File: src/rtl/timer_pair_pkg.sv
// Purpose: Constants for the dual timer/counter block
// Assumes: 8-bit register port, one core clock
// Notes: Register offsets are byte addresses on the register port
package timer_pair_pkg;
   localparam logic [7:0] ctrl_off = 8'h88;
   localparam logic [7:0] mode_off = 8'h89;
   localparam logic [7:0] c0_low_off = 8'h8A;
   localparam logic [7:0] c1_low_off = 8'h8B;
   localparam logic [7:0] c0_high_off = 8'h8C;
   localparam logic [7:0] c1_high_off = 8'h8D;
   localparam logic [7:0] irq_stat_off = 8'h90;
   localparam logic [7:0] irq_mask_off = 8'h91;
   localparam logic [7:0] isr_ack_off = 8'h92;
   localparam logic [7:0] ctrl_rst = 8'h00;
   localparam logic [7:0] mode_rst = 8'h00;
   localparam logic [7:0] byte_rst = 8'h00;
   localparam int ctrl_tf1_pos = 7;
   localparam int ctrl_tr1_pos = 6;
   localparam int ctrl_tf0_pos = 5;
   localparam int ctrl_tr0_pos = 4;
   localparam int mode_gate_pos = 3;
   localparam int mode_ct_pos = 2;
   localparam int mode_field_w = 4;
   localparam int tick_div = 6;
   localparam logic [2:0] tick_last = 3'(tick_div - 1);
   localparam logic [1:0] mode_13bit = 2'h0;
   localparam logic [1:0] mode_16bit = 2'h1;
   localparam logic [1:0] mode_reload = 2'h2;
   localparam logic [1:0] mode_split = 2'h3;
   localparam logic [4:0] presc_max = 5'h1F;
   localparam logic [7:0] byte_max = 8'hFF;
endpackage

File: src/rtl/dual_timer_counter.sv
// Purpose: Two timer/counter channels with mode and control registers
// Assumes: Pins asynchronous; register port with one-cycle read data
// Notes: Lower control nibble stored as plain read/write bits
`timescale 1ns/1ps
module dual_timer_counter
   import timer_pair_pkg::*;
(
   input wire logic core_clk,
   input wire logic rst_n,
   input wire logic [7:0] reg_addr,
   input wire logic [7:0] reg_wdata,
   input wire logic reg_wr,
   input wire logic reg_rd,
   output logic [7:0] reg_rdata,
   input wire logic count_pin0,
   input wire logic count_pin1,
   input wire logic ext_irq0_pin,
   input wire logic ext_irq1_pin,
   input wire logic isr_enter0,
   input wire logic isr_enter1,
   output logic irq_out
);
   // ----------------------------------------
   // Pin synchronisers
   // ----------------------------------------
   logic [2:0] sync_t0_ff, sync_t1_ff, sync_i0_ff, sync_i1_ff;
   logic t0_lvl_ff, t1_lvl_ff, i0_lvl_ff, i1_lvl_ff;
   always_ff @(posedge core_clk or negedge rst_n)
   begin
      if (!rst_n)
         {sync_t0_ff, sync_t1_ff, sync_i0_ff, sync_i1_ff} <= 12'h000;
      else
      begin
         sync_t0_ff <= {sync_t0_ff[1:0], count_pin0};
         sync_t1_ff <= {sync_t1_ff[1:0], count_pin1};
         sync_i0_ff <= {sync_i0_ff[1:0], ext_irq0_pin};
         sync_i1_ff <= {sync_i1_ff[1:0], ext_irq1_pin};
      end
   end
   always_ff @(posedge core_clk or negedge rst_n)
   begin
      if (!rst_n)
         {t0_lvl_ff, t1_lvl_ff, i0_lvl_ff, i1_lvl_ff} <= 4'h0;
      else
      begin
         t0_lvl_ff <= (sync_t0_ff[1] == sync_t0_ff[2]) ? sync_t0_ff[2] : t0_lvl_ff;
         t1_lvl_ff <= (sync_t1_ff[1] == sync_t1_ff[2]) ? sync_t1_ff[2] : t1_lvl_ff;
         i0_lvl_ff <= (sync_i0_ff[1] == sync_i0_ff[2]) ? sync_i0_ff[2] : i0_lvl_ff;
         i1_lvl_ff <= (sync_i1_ff[1] == sync_i1_ff[2]) ? sync_i1_ff[2] : i1_lvl_ff;
      end
   end

   // ----------------------------------------
   // Tick divider and pin sampling
   // ----------------------------------------
   logic [2:0] div_ff;
   logic tick;
   logic smp0_ff, smp1_ff;
   logic edge0, edge1;
   assign tick = (div_ff == tick_last);
   always_ff @(posedge core_clk or negedge rst_n)
   begin
      if (!rst_n)
         div_ff <= 3'h0;
      else if (tick)
         div_ff <= 3'h0;
      else
         div_ff <= div_ff + 3'h1;
   end
   always_ff @(posedge core_clk or negedge rst_n)
   begin
      if (!rst_n)
         {smp0_ff, smp1_ff} <= 2'h0;
      else if (tick)
      begin
         smp0_ff <= t0_lvl_ff;
         smp1_ff <= t1_lvl_ff;
      end
   end
   assign edge0 = tick && smp0_ff && !t0_lvl_ff;
   assign edge1 = tick && smp1_ff && !t1_lvl_ff;

   // ----------------------------------------
   // Registers
   // ----------------------------------------
   logic [7:0] mode_ff, ctrl_ff;
   logic [7:0] c0_low_ff, c0_high_ff, c1_low_ff, c1_high_ff;
   logic [1:0] stat_ff, mask_ff;
   logic [3:0] m0f, m1f;
   logic wr_ctrl, wr_mode, wr_ack;
   assign m0f = mode_ff[mode_field_w-1:0];
   assign m1f = mode_ff[2*mode_field_w-1:mode_field_w];
   assign wr_ctrl = reg_wr && (reg_addr == ctrl_off);
   assign wr_mode = reg_wr && (reg_addr == mode_off);
   assign wr_ack = reg_wr && (reg_addr == isr_ack_off);
   always_ff @(posedge core_clk or negedge rst_n)
   begin
      if (!rst_n)
         mode_ff <= mode_rst;
      else if (wr_mode)
         mode_ff <= reg_wdata;
   end

   // ----------------------------------------
   // Count enables
   // ----------------------------------------
   logic run0, run1, gate0, gate1, src0, src1;
   logic inc0, inc1, inc0h;
   logic [1:0] md0, md1;
   assign md0 = m0f[1:0];
   assign md1 = m1f[1:0];
   assign src0 = m0f[mode_ct_pos] ? edge0 : tick;
   assign src1 = m1f[mode_ct_pos] ? edge1 : tick;
   assign gate0 = ctrl_ff[ctrl_tr0_pos] && (!m0f[mode_gate_pos] || i0_lvl_ff);
   assign gate1 = m1f[mode_gate_pos] ? i1_lvl_ff : 1'b1;
   assign run0 = gate0;
   // TR1 belongs to channel 0 high byte in split mode; run1 then follows gate1 alone
   assign run1 = (md0 == mode_split) ? gate1 : (ctrl_ff[ctrl_tr1_pos] && gate1);
   assign inc0 = run0 && src0;
   // Channel 1 halts in mode 3
   assign inc1 = run1 && src1 && (md1 != mode_split);
   // High-byte timer counts ticks whenever the TR1 control bit is set, ungated
   assign inc0h = (md0 == mode_split) && ctrl_ff[ctrl_tr1_pos] && tick;

   // ----------------------------------------
   // Channel 0 count
   // ----------------------------------------
   logic ovf0, ovf0h, ovf1;
   logic [7:0] nxt_c0_low, nxt_c0_high, nxt_c1_low, nxt_c1_high;
   always_comb
   begin
      nxt_c0_low = c0_low_ff;
      nxt_c0_high = c0_high_ff;
      ovf0 = 1'b0;
      ovf0h = 1'b0;
      if (inc0)
      begin
         case (md0)
            mode_13bit:
            begin
               nxt_c0_low = {c0_low_ff[7:5], c0_low_ff[4:0] + 5'h1};
               if (c0_low_ff[4:0] == presc_max)
               begin
                  nxt_c0_high = c0_high_ff + 8'h1;
                  ovf0 = (c0_high_ff == byte_max);
               end
            end
            mode_16bit:
            begin
               nxt_c0_low = c0_low_ff + 8'h1;
               if (c0_low_ff == byte_max)
               begin
                  nxt_c0_high = c0_high_ff + 8'h1;
                  ovf0 = (c0_high_ff == byte_max);
               end
            end
            mode_reload:
            begin
               if (c0_low_ff == byte_max)
               begin
                  nxt_c0_low = c0_high_ff;
                  ovf0 = 1'b1;
               end
               else
                  nxt_c0_low = c0_low_ff + 8'h1;
            end
            default:
            begin
               nxt_c0_low = c0_low_ff + 8'h1;
               ovf0 = (c0_low_ff == byte_max);
            end
         endcase
      end
      if (inc0h)
      begin
         nxt_c0_high = c0_high_ff + 8'h1;
         ovf0h = (c0_high_ff == byte_max);
      end
   end

   // ----------------------------------------
   // Channel 1 count
   // ----------------------------------------
   always_comb
   begin
      nxt_c1_low = c1_low_ff;
      nxt_c1_high = c1_high_ff;
      ovf1 = 1'b0;
      if (inc1)
      begin
         case (md1)
            mode_13bit:
            begin
               nxt_c1_low = {c1_low_ff[7:5], c1_low_ff[4:0] + 5'h1};
               if (c1_low_ff[4:0] == presc_max)
               begin
                  nxt_c1_high = c1_high_ff + 8'h1;
                  ovf1 = (c1_high_ff == byte_max);
               end
            end
            mode_16bit:
            begin
               nxt_c1_low = c1_low_ff + 8'h1;
               if (c1_low_ff == byte_max)
               begin
                  nxt_c1_high = c1_high_ff + 8'h1;
                  ovf1 = (c1_high_ff == byte_max);
               end
            end
            mode_reload:
            begin
               if (c1_low_ff == byte_max)
               begin
                  nxt_c1_low = c1_high_ff;
                  ovf1 = 1'b1;
               end
               else
                  nxt_c1_low = c1_low_ff + 8'h1;
            end
            default: nxt_c1_low = c1_low_ff;
         endcase
      end
   end

   always_ff @(posedge core_clk or negedge rst_n)
   begin
      if (!rst_n)
         {c0_low_ff, c0_high_ff, c1_low_ff, c1_high_ff} <= {4{byte_rst}};
      else
      begin
         c0_low_ff <= (reg_wr && reg_addr == c0_low_off) ? reg_wdata : nxt_c0_low;
         c0_high_ff <= (reg_wr && reg_addr == c0_high_off) ? reg_wdata : nxt_c0_high;
         c1_low_ff <= (reg_wr && reg_addr == c1_low_off) ? reg_wdata : nxt_c1_low;
         c1_high_ff <= (reg_wr && reg_addr == c1_high_off) ? reg_wdata : nxt_c1_high;
      end
   end

   // ----------------------------------------
   // Control register and flags
   // ----------------------------------------
   logic set0, set1, clr0, clr1;
   logic nxt_tf0, nxt_tf1;
   assign set0 = ovf0;
   // Split high byte takes over flag 1
   assign set1 = (md0 == mode_split) ? ovf0h : ovf1;
   assign clr0 = isr_enter0 || (wr_ack && reg_wdata[0]);
   assign clr1 = isr_enter1 || (wr_ack && reg_wdata[1]);
   // Set beats clear; software write otherwise
   always_comb
   begin
      nxt_tf0 = ctrl_ff[ctrl_tf0_pos];
      nxt_tf1 = ctrl_ff[ctrl_tf1_pos];
      if (wr_ctrl)
      begin
         nxt_tf0 = reg_wdata[ctrl_tf0_pos];
         nxt_tf1 = reg_wdata[ctrl_tf1_pos];
      end
      if (clr0 && !wr_ctrl)
         nxt_tf0 = 1'b0;
      if (clr1 && !wr_ctrl)
         nxt_tf1 = 1'b0;
      if (set0)
         nxt_tf0 = 1'b1;
      if (set1)
         nxt_tf1 = 1'b1;
   end
   always_ff @(posedge core_clk or negedge rst_n)
   begin
      if (!rst_n)
         ctrl_ff <= ctrl_rst;
      else
      begin
         ctrl_ff[ctrl_tf1_pos] <= nxt_tf1;
         ctrl_ff[ctrl_tf0_pos] <= nxt_tf0;
         if (wr_ctrl)
         begin
            ctrl_ff[ctrl_tr1_pos] <= reg_wdata[ctrl_tr1_pos];
            ctrl_ff[ctrl_tr0_pos] <= reg_wdata[ctrl_tr0_pos];
            ctrl_ff[3:0] <= reg_wdata[3:0];
         end
      end
   end

   // ----------------------------------------
   // Interrupt status, mask and output
   // ----------------------------------------
   always_ff @(posedge core_clk or negedge rst_n)
   begin
      if (!rst_n)
         {stat_ff, mask_ff, irq_out} <= 5'h00;
      else
      begin
         if (reg_wr && reg_addr == irq_stat_off)
            stat_ff <= (stat_ff & ~reg_wdata[1:0]) | {set1, set0};
         else
            stat_ff <= stat_ff | {set1, set0};
         if (reg_wr && reg_addr == irq_mask_off)
            mask_ff <= reg_wdata[1:0];
         irq_out <= |(stat_ff & mask_ff);
      end
   end

   // ----------------------------------------
   // Read port
   // ----------------------------------------
   always_ff @(posedge core_clk or negedge rst_n)
   begin
      if (!rst_n)
         reg_rdata <= 8'h00;
      else if (reg_rd)
      begin
         case (reg_addr)
            ctrl_off: reg_rdata <= ctrl_ff;
            mode_off: reg_rdata <= mode_ff;
            c0_low_off: reg_rdata <= c0_low_ff;
            c1_low_off: reg_rdata <= c1_low_ff;
            c0_high_off: reg_rdata <= c0_high_ff;
            c1_high_off: reg_rdata <= c1_high_ff;
            irq_stat_off: reg_rdata <= {6'h00, stat_ff};
            irq_mask_off: reg_rdata <= {6'h00, mask_ff};
            default: reg_rdata <= 8'h00;
         endcase
      end
      else
         reg_rdata <= 8'h00;
   end

   // ----------------------------------------
   // Assertions
   // ----------------------------------------
   a_tick_period: assert property (@(posedge core_clk) disable iff (!rst_n)
      tick |=> !tick [*5] ##1 tick)
      else $error("tick period not six");
   a_halt_holds: assert property (@(posedge core_clk) disable iff (!rst_n)
      (!ctrl_ff[ctrl_tr0_pos] && md0 != mode_split && !reg_wr)
      |=> $stable(c0_low_ff) && $stable(c0_high_ff))
      else $error("halted channel 0 changed");
   a_ovf0_sets: assert property (@(posedge core_clk) disable iff (!rst_n)
      set0 |=> ctrl_ff[ctrl_tf0_pos])
      else $error("overflow flag 0 not set");
   a_reload_copy: assert property (@(posedge core_clk) disable iff (!rst_n)
      (inc0 && md0 == mode_reload && c0_low_ff == byte_max && !reg_wr)
      |=> c0_low_ff == $past(c0_high_ff) && $stable(c0_high_ff))
      else $error("reload failed");
   a_ch1_frozen: assert property (@(posedge core_clk) disable iff (!rst_n)
      (md1 == mode_split && !reg_wr) |=> $stable(c1_low_ff) && $stable(c1_high_ff))
      else $error("channel 1 counted in mode 3");
   a_gate0_blocks: assert property (@(posedge core_clk) disable iff (!rst_n)
      (m0f[mode_gate_pos] && !i0_lvl_ff) |-> !inc0)
      else $error("gated channel 0 counted");
   a_gate1_blocks: assert property (@(posedge core_clk) disable iff (!rst_n)
      (m1f[mode_gate_pos] && !i1_lvl_ff) |-> !inc1)
      else $error("gated channel 1 counted");
   a_wrap13: assert property (@(posedge core_clk) disable iff (!rst_n)
      (inc0 && md0 == mode_13bit && c0_low_ff[4:0] == presc_max && c0_high_ff == byte_max)
      |-> set0)
      else $error("13-bit wrap missed");
   a_edge_count: assert property (@(posedge core_clk) disable iff (!rst_n)
      (m0f[mode_ct_pos] && inc0) |-> (smp0_ff && !t0_lvl_ff && tick))
      else $error("count without falling edge");
endmodule

File: config.mk
export PLATFORM = sky130hd
export DESIGN_NAME = dual_timer_counter
export DESIGN_NICKNAME = d
export VERILOG_FILES = /design/src/rtl/timer_pair_pkg.sv /design/src/rtl/dual_timer_counter.sv
export SDC_FILE = /design/constraint.sdc
export NUM_CORES = 1
export LEC_CHECK = 0
export BUFFER_PORTS_ARGS = -buffer_cell sky130_fd_sc_hd__buf_4
export CORE_ASPECT_RATIO = 1.5
export CORE_MARGIN = 5
export CORE_UTILIZATION = 35
export CTS_CLUSTER_DIAMETER = 120
export DETAILED_ROUTE_END_ITERATION = 6
export PLACE_DENSITY = 0.62
export SYNTH_ARGS = -nofsm -noshare
export SYNTH_HDL_FRONTEND = slang
export SYNTH_SLANG_ARGS = --single-unit
File: constraint.sdc
create_clock -name core_clk -period 2.85 [get_ports core_clk]
set_input_delay 0.4275 -clock core_clk [delete_from_list [all_inputs] [get_ports core_clk]]
set_output_delay 0.4275 -clock core_clk [all_outputs]
set_load 0.02 [all_outputs]
==> results.py, run 1 <==
metrics = {
    "critical_path": {
        "slowest_stage": "or4_1",
        "crit_family": "simple AND/OR/NAND/NOR gates",
        "cp.required_ns": 3.12,
        "critPathMaxFanout": 14,
        "worstSetupPathType": "flop to flop",
        "cp-start-kind": "flop",
        "critPathBufInv": 0,
        "worstSetupEndpointType": "flop",
        "cp.arrival_ns": 2.86,
        "critical_path.max_stage_delay_ns": 0.54,
        "worstPathCellList": "ha_1 > and3_1 > ha_1 > nor2b_1 > a31oi_1 > o31a_1 > or4_1 > a31oi_1",
    },
    "finish": {
        "instances_no_fill": 667,
        "fin_nets": 540,
        "post-route-util": 0.417,
        "layout_commonest_cell": "dfrtp_1",
        "syn2layout_area_growth_pct": 16.5,
        "final_cell_mix": "dfrtp_1, buf_4, nand2_1, mux2_2, o21ai_0",
        "antennaDiodeCount": 0,
        "drive_gt1_frac": 0.213,
    },
    "logic_synthesis": {
        "yosys.area.top_type": "dfrtp_1",
        "syn-num-nets": 505,
        "ys_ff_latch": 82,
        "yosysWarnings": 0,
        "seq_area_frac_synth": 0.440,
        "syn_avg_cell_area_um2": 9.96,
        "syn-cell-area_um2": 4660,
        "synth_top_area_frac": 0.440,
        "syn_inst": 468,
        "synth_edf_count": 0,
        "ys_async_sr_fraction": 1.00,
        "synth_cell_types": 64,
        "yosys-top-cells-area": "dfrtp_1, mux2_2, nand2_1, o21ai_0, ha_1",
        "synthFlopType": "dfrtp_1",
    },
    "routing": {
        "avgViaCountPerCell": 6.09,
        "dr.pass1.iters": 5,
        "drc_errors": 0,
        "ant_nets": 0,
        "via_count": 4062,
        "drtIter0Drc": 427,
        "postRouteWirelength_um": 14100,
        "routedWlPerCell_um": 21.2,
    },
    "floorplan": {
        "coreArea_um2": 13000,
        "die_area_um2": 15800,
        "die-width_um": 104,
        "fp.dieH_um": 151,
        "rows": 51,
        "start_util": 0.358,
        "io_pins": 35,
    },
    "placement": {
        "dpl.hpwl_um": 10300,
        "place_ws_ns": 0.284,
        "routabilityCongestion": 0.959,
        "dp.cells": 651,
        "port_buffers": 34,
    },
    "global_route": {
        "grt_max_degree": 83,
        "grt_remaining_overflow": 0,
        "grt_pass1_vias": 3991,
        "antenna_found_initial": 0,
        "grt_pass1_wl_um": 22100,
        "grt.total_usage": 0.181,
    },
    "clocking": {
        "hold_buffers": 0,
        "cts_made_buffers": 9,
        "cts.repair.resized": 0,
        "tritoncts": "built",
        "clk_pin_slew_ns": 0.07,
        "cts_sinks": 82,
        "cts-root-buf": "clkbuf_16",
        "clk_latency_ns": 0.35,
        "htreeDepth": 3,
        "cts_max_path_buffers": 2,
        "cts_setup_buffers": 0,
    },
    "timing": {
        "worstMarginPinSlew_ns": 1.07,
        "relSlewSlack": 0.289,
        "finalSetupViolCount": 0,
        "final.setup.tns_ns": 0,
        "finalCritPeriodShare": 0.907,
        "final_hold_viol_count": 0,
        "layout_setup_ws_ns": 0.264,
        "slew_viol_final": 0,
        "rsz0062_at_grt": "no",
        "fin_crit_ns": 2.59,
        "fmax_mhz": 387,
        "skew_ns": 0.00703,
    },
    "min_path": {
        "hp-class": "input port to flop",
    },
    "power_and_ir_drop": {
        "leakage_nw": 2.29,
        "power.density_nw_per_um2": 549,
        "total_power_mw": 2.98,
        "ir_drop_mv": 0.235,
    },
    "run": {
        "maxCapViolCount": 0,
    },
    "run_status": {
        "status": "finished clean",
    },
}
## worst register-to-register path, delay by kind of cell, from the launching register on
family / cells / cell delay (ns)
DFF: 1 / 0.49
AOI/OAI and AO/OA: 3 / 0.64
and+or+nand+nor: 3 / 0.87
adders and majority gates: 2 / 0.52
## registers in the layout, summed over array words and instances, names as in the netlist, 8 cells and up
signal	flops
ctrl_ff	8
c0_high_ff	8
mode_ff	8
c0_low_ff	8
c1_high_ff	8
reg_rdata	8
c1_low_ff	8
## metal layers
metal	global-route usage	wire (um)	vias to the layer above
met4	0.115	888	0
met2	0.320	7280	177
met5	0	0	-
met3	0.0307	780	56
li1	-	-	1847
met1	0.201	5180	1982
## kinds of logic after synthesis
family,Yosys count,share of synthesized area
flops,82,0.440
xor+xnor,2,0.00376
fa+ha+maj,15,0.0381
simple gates,174,0.202
buf+inv,32,0.0282
compound gates,118,0.180
mux,45,0.108
## metrics by stage
step                      area (um2)  hold slack, ns
after global placement          5110           0.334
after CTS                       5430           0.169
after global routing            5430           0.166
after detailed placement        5110           0.337
final                           5430           0.180
after floorplan                 4660           0.132
## cells in the mapped netlist, types with 7 or more instances
master     n
mux2_2    34
o21ai_0   30
or4_1     10
nand2_1   44
o211ai_1  10
a31oi_1   12
nor2b_1    7
nand4_1    7
mux2i_1   10
nor2_1    29
a21oi_1   14
nand3_1   25
ha_1      11
dfrtp_1   82
clkbuf_1  12
inv_1     11
## worst paths after layout
kind                       slack (ns)            end  cells past startpoint          start
max in group asynchronous        1.88     mode_ff[5]                      1          rst_n
max reg2reg                      0.26  c0_high_ff[5]                      8   c0_low_ff[0]
min                              0.18  sync_t0_ff[0]                      1     count_pin0
min reg2reg                      0.35  sync_t0_ff[1]                      0  sync_t0_ff[0]
max                              0.26  c0_high_ff[5]                      8   c0_low_ff[0]
min in group asynchronous        0.24  c0_high_ff[2]                      1          rst_n
## layout make-up
cell class | count | area (um2)
Multi-Input combinational cell | 354 | 2480
Sequential cell | 82 | 2050
Timing Repair Buffer | 45 | 338
Clock inverter | 7 | 97.6
Fill cell | 1264 | 7590
Clock buffer | 9 | 225
Tap cell | 159 | 199
Inverter | 11 | 41.3
## report_power, final
| group | leakage [nW] | switching (mW) | internal [mW] |
|---|---|---|---|
| logic | 1.16 | 0.217 | 0.159 |
| clock network | 0.158 | 0.560 | 0.709 |
| registers | 0.976 | 0.107 | 1.23 |
Note: power is estimated with default switching activity, not from simulation.
==> run 2: changes to the inputs <==
--- a/config.mk
+++ b/config.mk
@@ -5,6 +5,7 @@
 export SDC_FILE = /design/constraint.sdc
 export NUM_CORES = 1
 export LEC_CHECK = 0
+export ABC_AREA = 1
 export BUFFER_PORTS_ARGS = -buffer_cell sky130_fd_sc_hd__buf_4
 export CORE_ASPECT_RATIO = 1.5
 export CORE_MARGIN = 5
==> run 2 against run 1 <==
  * Die area is 10% higher
  * Fmax is 38% higher
  * Cell count is 45% higher
  * Highest routed layer unchanged
  * Combinational power is 91% higher
==> results.py, run 2 <==
metrics = {
    "finish": {
        "fillCellCount": 1594,
        "antennaDiodeCount": 0,
        "final_cell_mix": "nand2_1, inv_1, nand3_1, dfrtp_1, o21ai_0",
        "syn2layout_area_growth_pct": 14.5,
        "final_area_um2": 5950,
        "instances_no_fill": 965,
        "drive_gt1_frac": 0.121,
        "fin_nets": 801,
        "post-route-util": 0.407,
        "multiInputGateArea_um2": 2690,
        "seqCellArea_um2": 2050,
        "layout_commonest_cell": "nand2_1",
    },
    "routing": {
        "wl_met3_um": 570,
        "postRouteWirelength_um": 15400,
        "via_count": 4813,
        "dr.pass1.iters": 5,
        "ant_nets": 0,
        "top_layer_used": "met4",
        "routedWlPerCell_um": 15.9,
        "avgViaCountPerCell": 4.99,
        "met1Wirelength_um": 6040,
        "drc_errors": 0,
        "met2_length_um": 7790,
        "drtIter0Drc": 337,
    },
    "logic_synthesis": {
        "syn-cell-area_um2": 5190,
        "synth_top_area_frac": 0.395,
        "synth_cell_types": 34,
        "yosys-top-cells-area": "dfrtp_1, nand2_1, nand3_1, inv_1, o21ai_0",
        "synthFlopType": "dfrtp_1",
        "synth_edf_count": 0,
        "seq_area_frac_synth": 0.395,
        "syn-num-nets": 765,
        "syn_avg_cell_area_um2": 7.13,
        "yosysMostFrequentCell": "nand2_1",
        "yosys.area.top_type": "dfrtp_1",
        "synthTopCellsByCount": "nand2_1, inv_1, nand3_1",
        "yosysWarnings": 0,
        "ys_async_sr_fraction": 1.00,
        "syn_inst": 728,
        "ys_ff_latch": 82,
    },
    "timing": {
        "finalCritPeriodShare": 0.656,
        "slew_viol_final": 0,
        "layout_setup_ws_ns": 0.980,
        "worstMarginPinSlew_ns": 0.592,
        "fin_crit_ns": 1.87,
        "final_hold_viol_count": 0,
        "finalSetupViolCount": 0,
        "skew_ns": 0.0135,
        "rsz0062_at_grt": "no",
        "relSlewSlack": 0.605,
        "fmax_mhz": 535,
        "timing.hold.ws_ns": 0.0746,
        "final.setup.tns_ns": 0,
    },
    "placement": {
        "dp.cells": 949,
        "port_buffers": 34,
        "routabilityCongestion": 0.986,
        "place_ws_ns": 0.736,
        "dpl.hpwl_um": 11900,
        "placed_cell_area_um2": 5640,
    },
    "clocking": {
        "htreeDepth": 3,
        "cts_made_buffers": 9,
        "tritoncts": "built",
        "cts-root-buf": "clkbuf_16",
        "clk_latency_ns": 0.36,
        "hold_buffers": 0,
        "cts.repair.resized": 0,
        "cts_sinks": 82,
        "cts_max_path_buffers": 2,
        "cts_setup_buffers": 0,
        "clk_pin_slew_ns": 0.07,
    },
    "global_route": {
        "grt_pass1_wl_um": 24500,
        "grt_max_degree": 46,
        "grt.total_usage": 0.183,
        "grt_remaining_overflow": 0,
        "grt_pass1_vias": 4597,
        "antenna_found_initial": 0,
    },
    "critical_path": {
        "crit_family": "simple AND/OR/NAND/NOR gates",
        "worstPathCellList": "inv_1 > ha_1 > or2_2 > nand2_1 > nand2_1 > nand3_1 > nand2_1",
        "cp_common_cell": "nand2_1",
        "cp.required_ns": 3.09,
        "worstSetupPathType": "flop to flop",
        "critPathMaxFanout": 9,
        "worstSetupEndpointType": "flop",
        "cp.arrival_ns": 2.11,
        "cp-start-kind": "flop",
        "critPathBufInv": 1,
        "critical_path.max_stage_delay_ns": 0.47,
        "slowest_stage": "dfrtp_1",
    },
    "min_path": {
        "hp-class": "input port to asynchronous set/reset pin",
    },
    "power_and_ir_drop": {
        "power.density_nw_per_um2": 579,
        "ir_drop_mv": 0.259,
        "total_power_mw": 3.44,
        "leakage_nw": 3.02,
    },
    "floorplan": {
        "fp.dieH_um": 159,
        "die-width_um": 109,
        "rows": 54,
        "die_area_um2": 17400,
        "coreArea_um2": 14600,
        "start_util": 0.356,
        "io_pins": 35,
    },
    "run": {
        "maxCapViolCount": 0,
    },
    "run_status": {
        "status": "finished clean",
    },
}
## run 2: cell types whose count changed after synthesis, moves of 12 or more
cell | previous run | this run
clkbuf_1 | 12 | 0
o21ai_0 | 30 | 56
nand3_1 | 25 | 95
nand2_1 | 44 | 230
nor2_1 | 29 | 42
inv_1 | 11 | 96
mux2_2 | 34 | 0
a31oi_1 | 12 | 0
## run 2: final timing paths
check                                    from       endpoint  slack, ns  cells past startpoint
worst max register to register     mode_ff[4]   c1_low_ff[1]       0.98                      7
min in group core_clk            ext_irq0_pin  sync_i0_ff[0]       0.18                      1
worst min-delay path                    rst_n  sync_i1_ff[0]       0.07                      1
worst min register to register  sync_t0_ff[0]  sync_t0_ff[1]       0.35                      0
worst max-delay path               mode_ff[4]   c1_low_ff[1]       0.98                      7
max in group asynchronous               rst_n   c1_low_ff[2]       2.14                      2
## run 2: kinds of logic after synthesis
logic type | count (synthesis) | share of synthesized area
flops | 82 | 0.395
xor+xnor | 11 | 0.0186
fa+ha+maj | 15 | 0.0342
compound gates | 87 | 0.0882
simple gates | 422 | 0.378
buf+inv | 111 | 0.0865
## run 2: routing by layer
layer / vias to the layer above / GRT usage
met5: - / 0
met4: 0 / 0.111
met3: 56 / 0.0264
met2: 127 / 0.310
met1: 2213 / 0.212
li1: 2417 / -
## run 2: worst register-to-register path: cells and delay by family, from the launching register on
kind / cells / cell delay [ns]
simple gates: 5 / 0.85
flops: 1 / 0.47
fa+ha+maj: 1 / 0.35
buf+inv: 1 / 0.10
## run 2: final cells by class
class	count	area share
sequential	82	0.345
timing repair buffer	35	0.0463
inverter	101	0.0638
clock buffer	9	0.0379
clock inverter	7	0.0128
tap	196	0.0412
multi-input combinational	535	0.453
## run 2: report_power, final
part / switching (mW) / total [mW] / internal, mW
clock: 0.568 / 1.19 / 0.625
combinational: 0.434 / 0.720 / 0.286
sequential: 0.227 / 1.53 / 1.30
total: 1.23 / 3.44 / 2.21
==> run 3: changes to the inputs <==
==> constraint.sdc (replaced) <==
create_clock -name core_clk -period 1.86 [get_ports core_clk]
set_input_delay 0.279 -clock core_clk [delete_from_list [all_inputs] [get_ports core_clk]]
set_output_delay 0.279 -clock core_clk [all_outputs]
set_load 0.02 [all_outputs]
==> run 3 against run 2 <==
  * Utilization is 1.2 points higher
  * Critical path depth increased by 1
  * Critical path type unchanged
  * Non-clock buffer count increased by 18
==> results.py, run 3 (synthesis results as in run 2) <==
metrics = {
    "timing": {
        "rsz0062_at_grt": "no",
        "fin_crit_ns": 1.74,
        "relSlewSlack": 0.724,
        "final_hold_viol_count": 0,
        "finalSetupViolCount": 0,
        "slew_viol_final": 0,
        "timing.hold.ws_ns": 0.0300,
        "finalCritPeriodShare": 0.933,
        "final.setup.tns_ns": 0,
        "worstMarginPinSlew_ns": 0.413,
        "skew_ns": 0.00969,
        "fmax_mhz": 576,
    },
    "floorplan": {
        "fp.dieH_um": 159,
        "io_pins": 35,
        "coreArea_um2": 14600,
        "start_util": 0.356,
        "die-width_um": 109,
        "rows": 54,
        "die_area_um2": 17400,
    },
    "critical_path": {
        "slowest_stage": "dfrtp_1",
        "cp.arrival_ns": 1.97,
        "critPathMaxFanout": 8,
        "worstSetupEndpointType": "flop",
        "cp-start-kind": "flop",
        "cp.required_ns": 2.10,
        "cp_common_cell": "nand3_1",
        "critical_path.max_stage_delay_ns": 0.42,
        "worstPathCellList": "ha_1 > nand2_1 > nor2_4 > nand3_1 > inv_1 > or2_2 > nand3_1 > nand3_1",
        "worstSetupPathType": "flop to flop",
    },
    "routing": {
        "drc_errors": 0,
        "dr.pass1.iters": 5,
        "avgViaCountPerCell": 5.01,
        "ant_nets": 0,
        "postRouteWirelength_um": 15600,
        "drtIter0Drc": 258,
        "routedWlPerCell_um": 15.8,
        "via_count": 4917,
    },
    "global_route": {
        "grt_pass1_vias": 4814,
        "grt.total_usage": 0.185,
        "antenna_found_initial": 1,
        "grt_remaining_overflow": 0,
        "grt_pass1_wl_um": 24700,
        "grt_max_degree": 43,
    },
    "clocking": {
        "tritoncts": "built",
        "htreeDepth": 3,
        "cts_max_path_buffers": 2,
        "clk_latency_ns": 0.36,
        "cts_sinks": 82,
        "clk_pin_slew_ns": 0.07,
        "cts_setup_buffers": 0,
        "cts_made_buffers": 9,
        "cts-root-buf": "clkbuf_16",
    },
    "power_and_ir_drop": {
        "leakage_nw": 3.13,
        "power.density_nw_per_um2": 885,
        "ir_drop_mv": 0.462,
    },
    "finish": {
        "drive_gt1_frac": 0.142,
        "antennaDiodeCount": 0,
        "final_cell_mix": "nand2_1, inv_1, nand3_1, dfrtp_1, o21ai_0",
        "layout_commonest_cell": "nand2_1",
        "syn2layout_area_growth_pct": 17.8,
        "fin_nets": 819,
    },
    "placement": {
        "port_buffers": 34,
        "routabilityCongestion": 0.973,
        "dpl.hpwl_um": 12100,
    },
    "min_path": {
        "hp-class": "input port to flop",
    },
    "run_status": {
        "status": "finished clean",
    },
    "run": {
        "maxCapViolCount": 0,
    },
}
[run 3: changes by cell type in the layout (fill, tap and decap cells not counted), moves of 2 or more]
cell	before	now
buf_12	1	3
buf_4	34	49
inv_8	3	1
clkinv_4	1	3
dfrtp_1	82	80
dfrtp_2	0	2
[run 3: final cells by class]
cell class | instances | area, um2
clock inverter | 6 | 76.3
tap | 196 | 245
multi-input combinational | 535 | 2700
timing repair buffer | 53 | 438
inverter | 101 | 379
fill | 1556 | 8480
clock buffer | 9 | 225
sequential | 82 | 2050
[run 3: through the flow]
step / total power [mW] / instances / worst slack (ns) / cell area (um2) / util
2_1_floorplan: 3.06 / 728 / 0.244 / 5190 / -
3_3_place_gp: 3.56 / 966 / 0.110 / 5800 / 0.397
3_5_place_dp: 3.56 / 966 / 0.0970 / 5800 / 0.397
4_1_cts: 5.42 / 982 / 0.0867 / 6110 / 0.419
5_1_grt: 5.70 / 982 / 0.0324 / 6120 / 0.419
6_report: 5.41 / 982 / 0.125 / 6120 / 0.419
[run 3: power by group]
group          internal, mW  leakage [nW]  switching [mW]
Sequential             2.00          1.03           0.281
Combinational         0.499          1.95           0.761
Clock                  1.05         0.148           0.815
Total                  3.56          3.13            1.86
[run 3: repair_timing]
item,4_1_cts,5_1_grt
hold endpoints to repair,22,0
endpoints found under the setup margin,0,14
hold buffers,1,0
gates resized for setup,0,5
[run 3: worst paths after layout]
path / from / end / slack [ns] / depth (start not counted)
max reg2reg: c0_low_ff[1] / c0_low_ff[4] / 0.12 / 8
min reg2reg: sync_t0_ff[0] / sync_t0_ff[1] / 0.35 / 0
max in group asynchronous: rst_n / reg_rdata[6] / 0.92 / 3
min in group asynchronous: rst_n / irq_out / 0.36 / 2
max: c0_low_ff[1] / c0_low_ff[4] / 0.12 / 8
min: ext_irq1_pin / sync_i1_ff[0] / 0.03 / 1
[run 3: worst max-delay path, delay by kind of cell, from the launching register on]
family                   cells  cell delay [ns]
adder cells (fa/ha/maj)      1             0.21
AND/OR/NAND/NOR              6             0.88
buffers and inverters        1             0.13
flip-flops                   1             0.42
[run 3: routing by layer]
layer	track usage	share of wire
met1	0.212	0.40
met2	0.310	0.50
met3	0.0296	0.041
met4	0.124	0.065
met5	0	0.00084
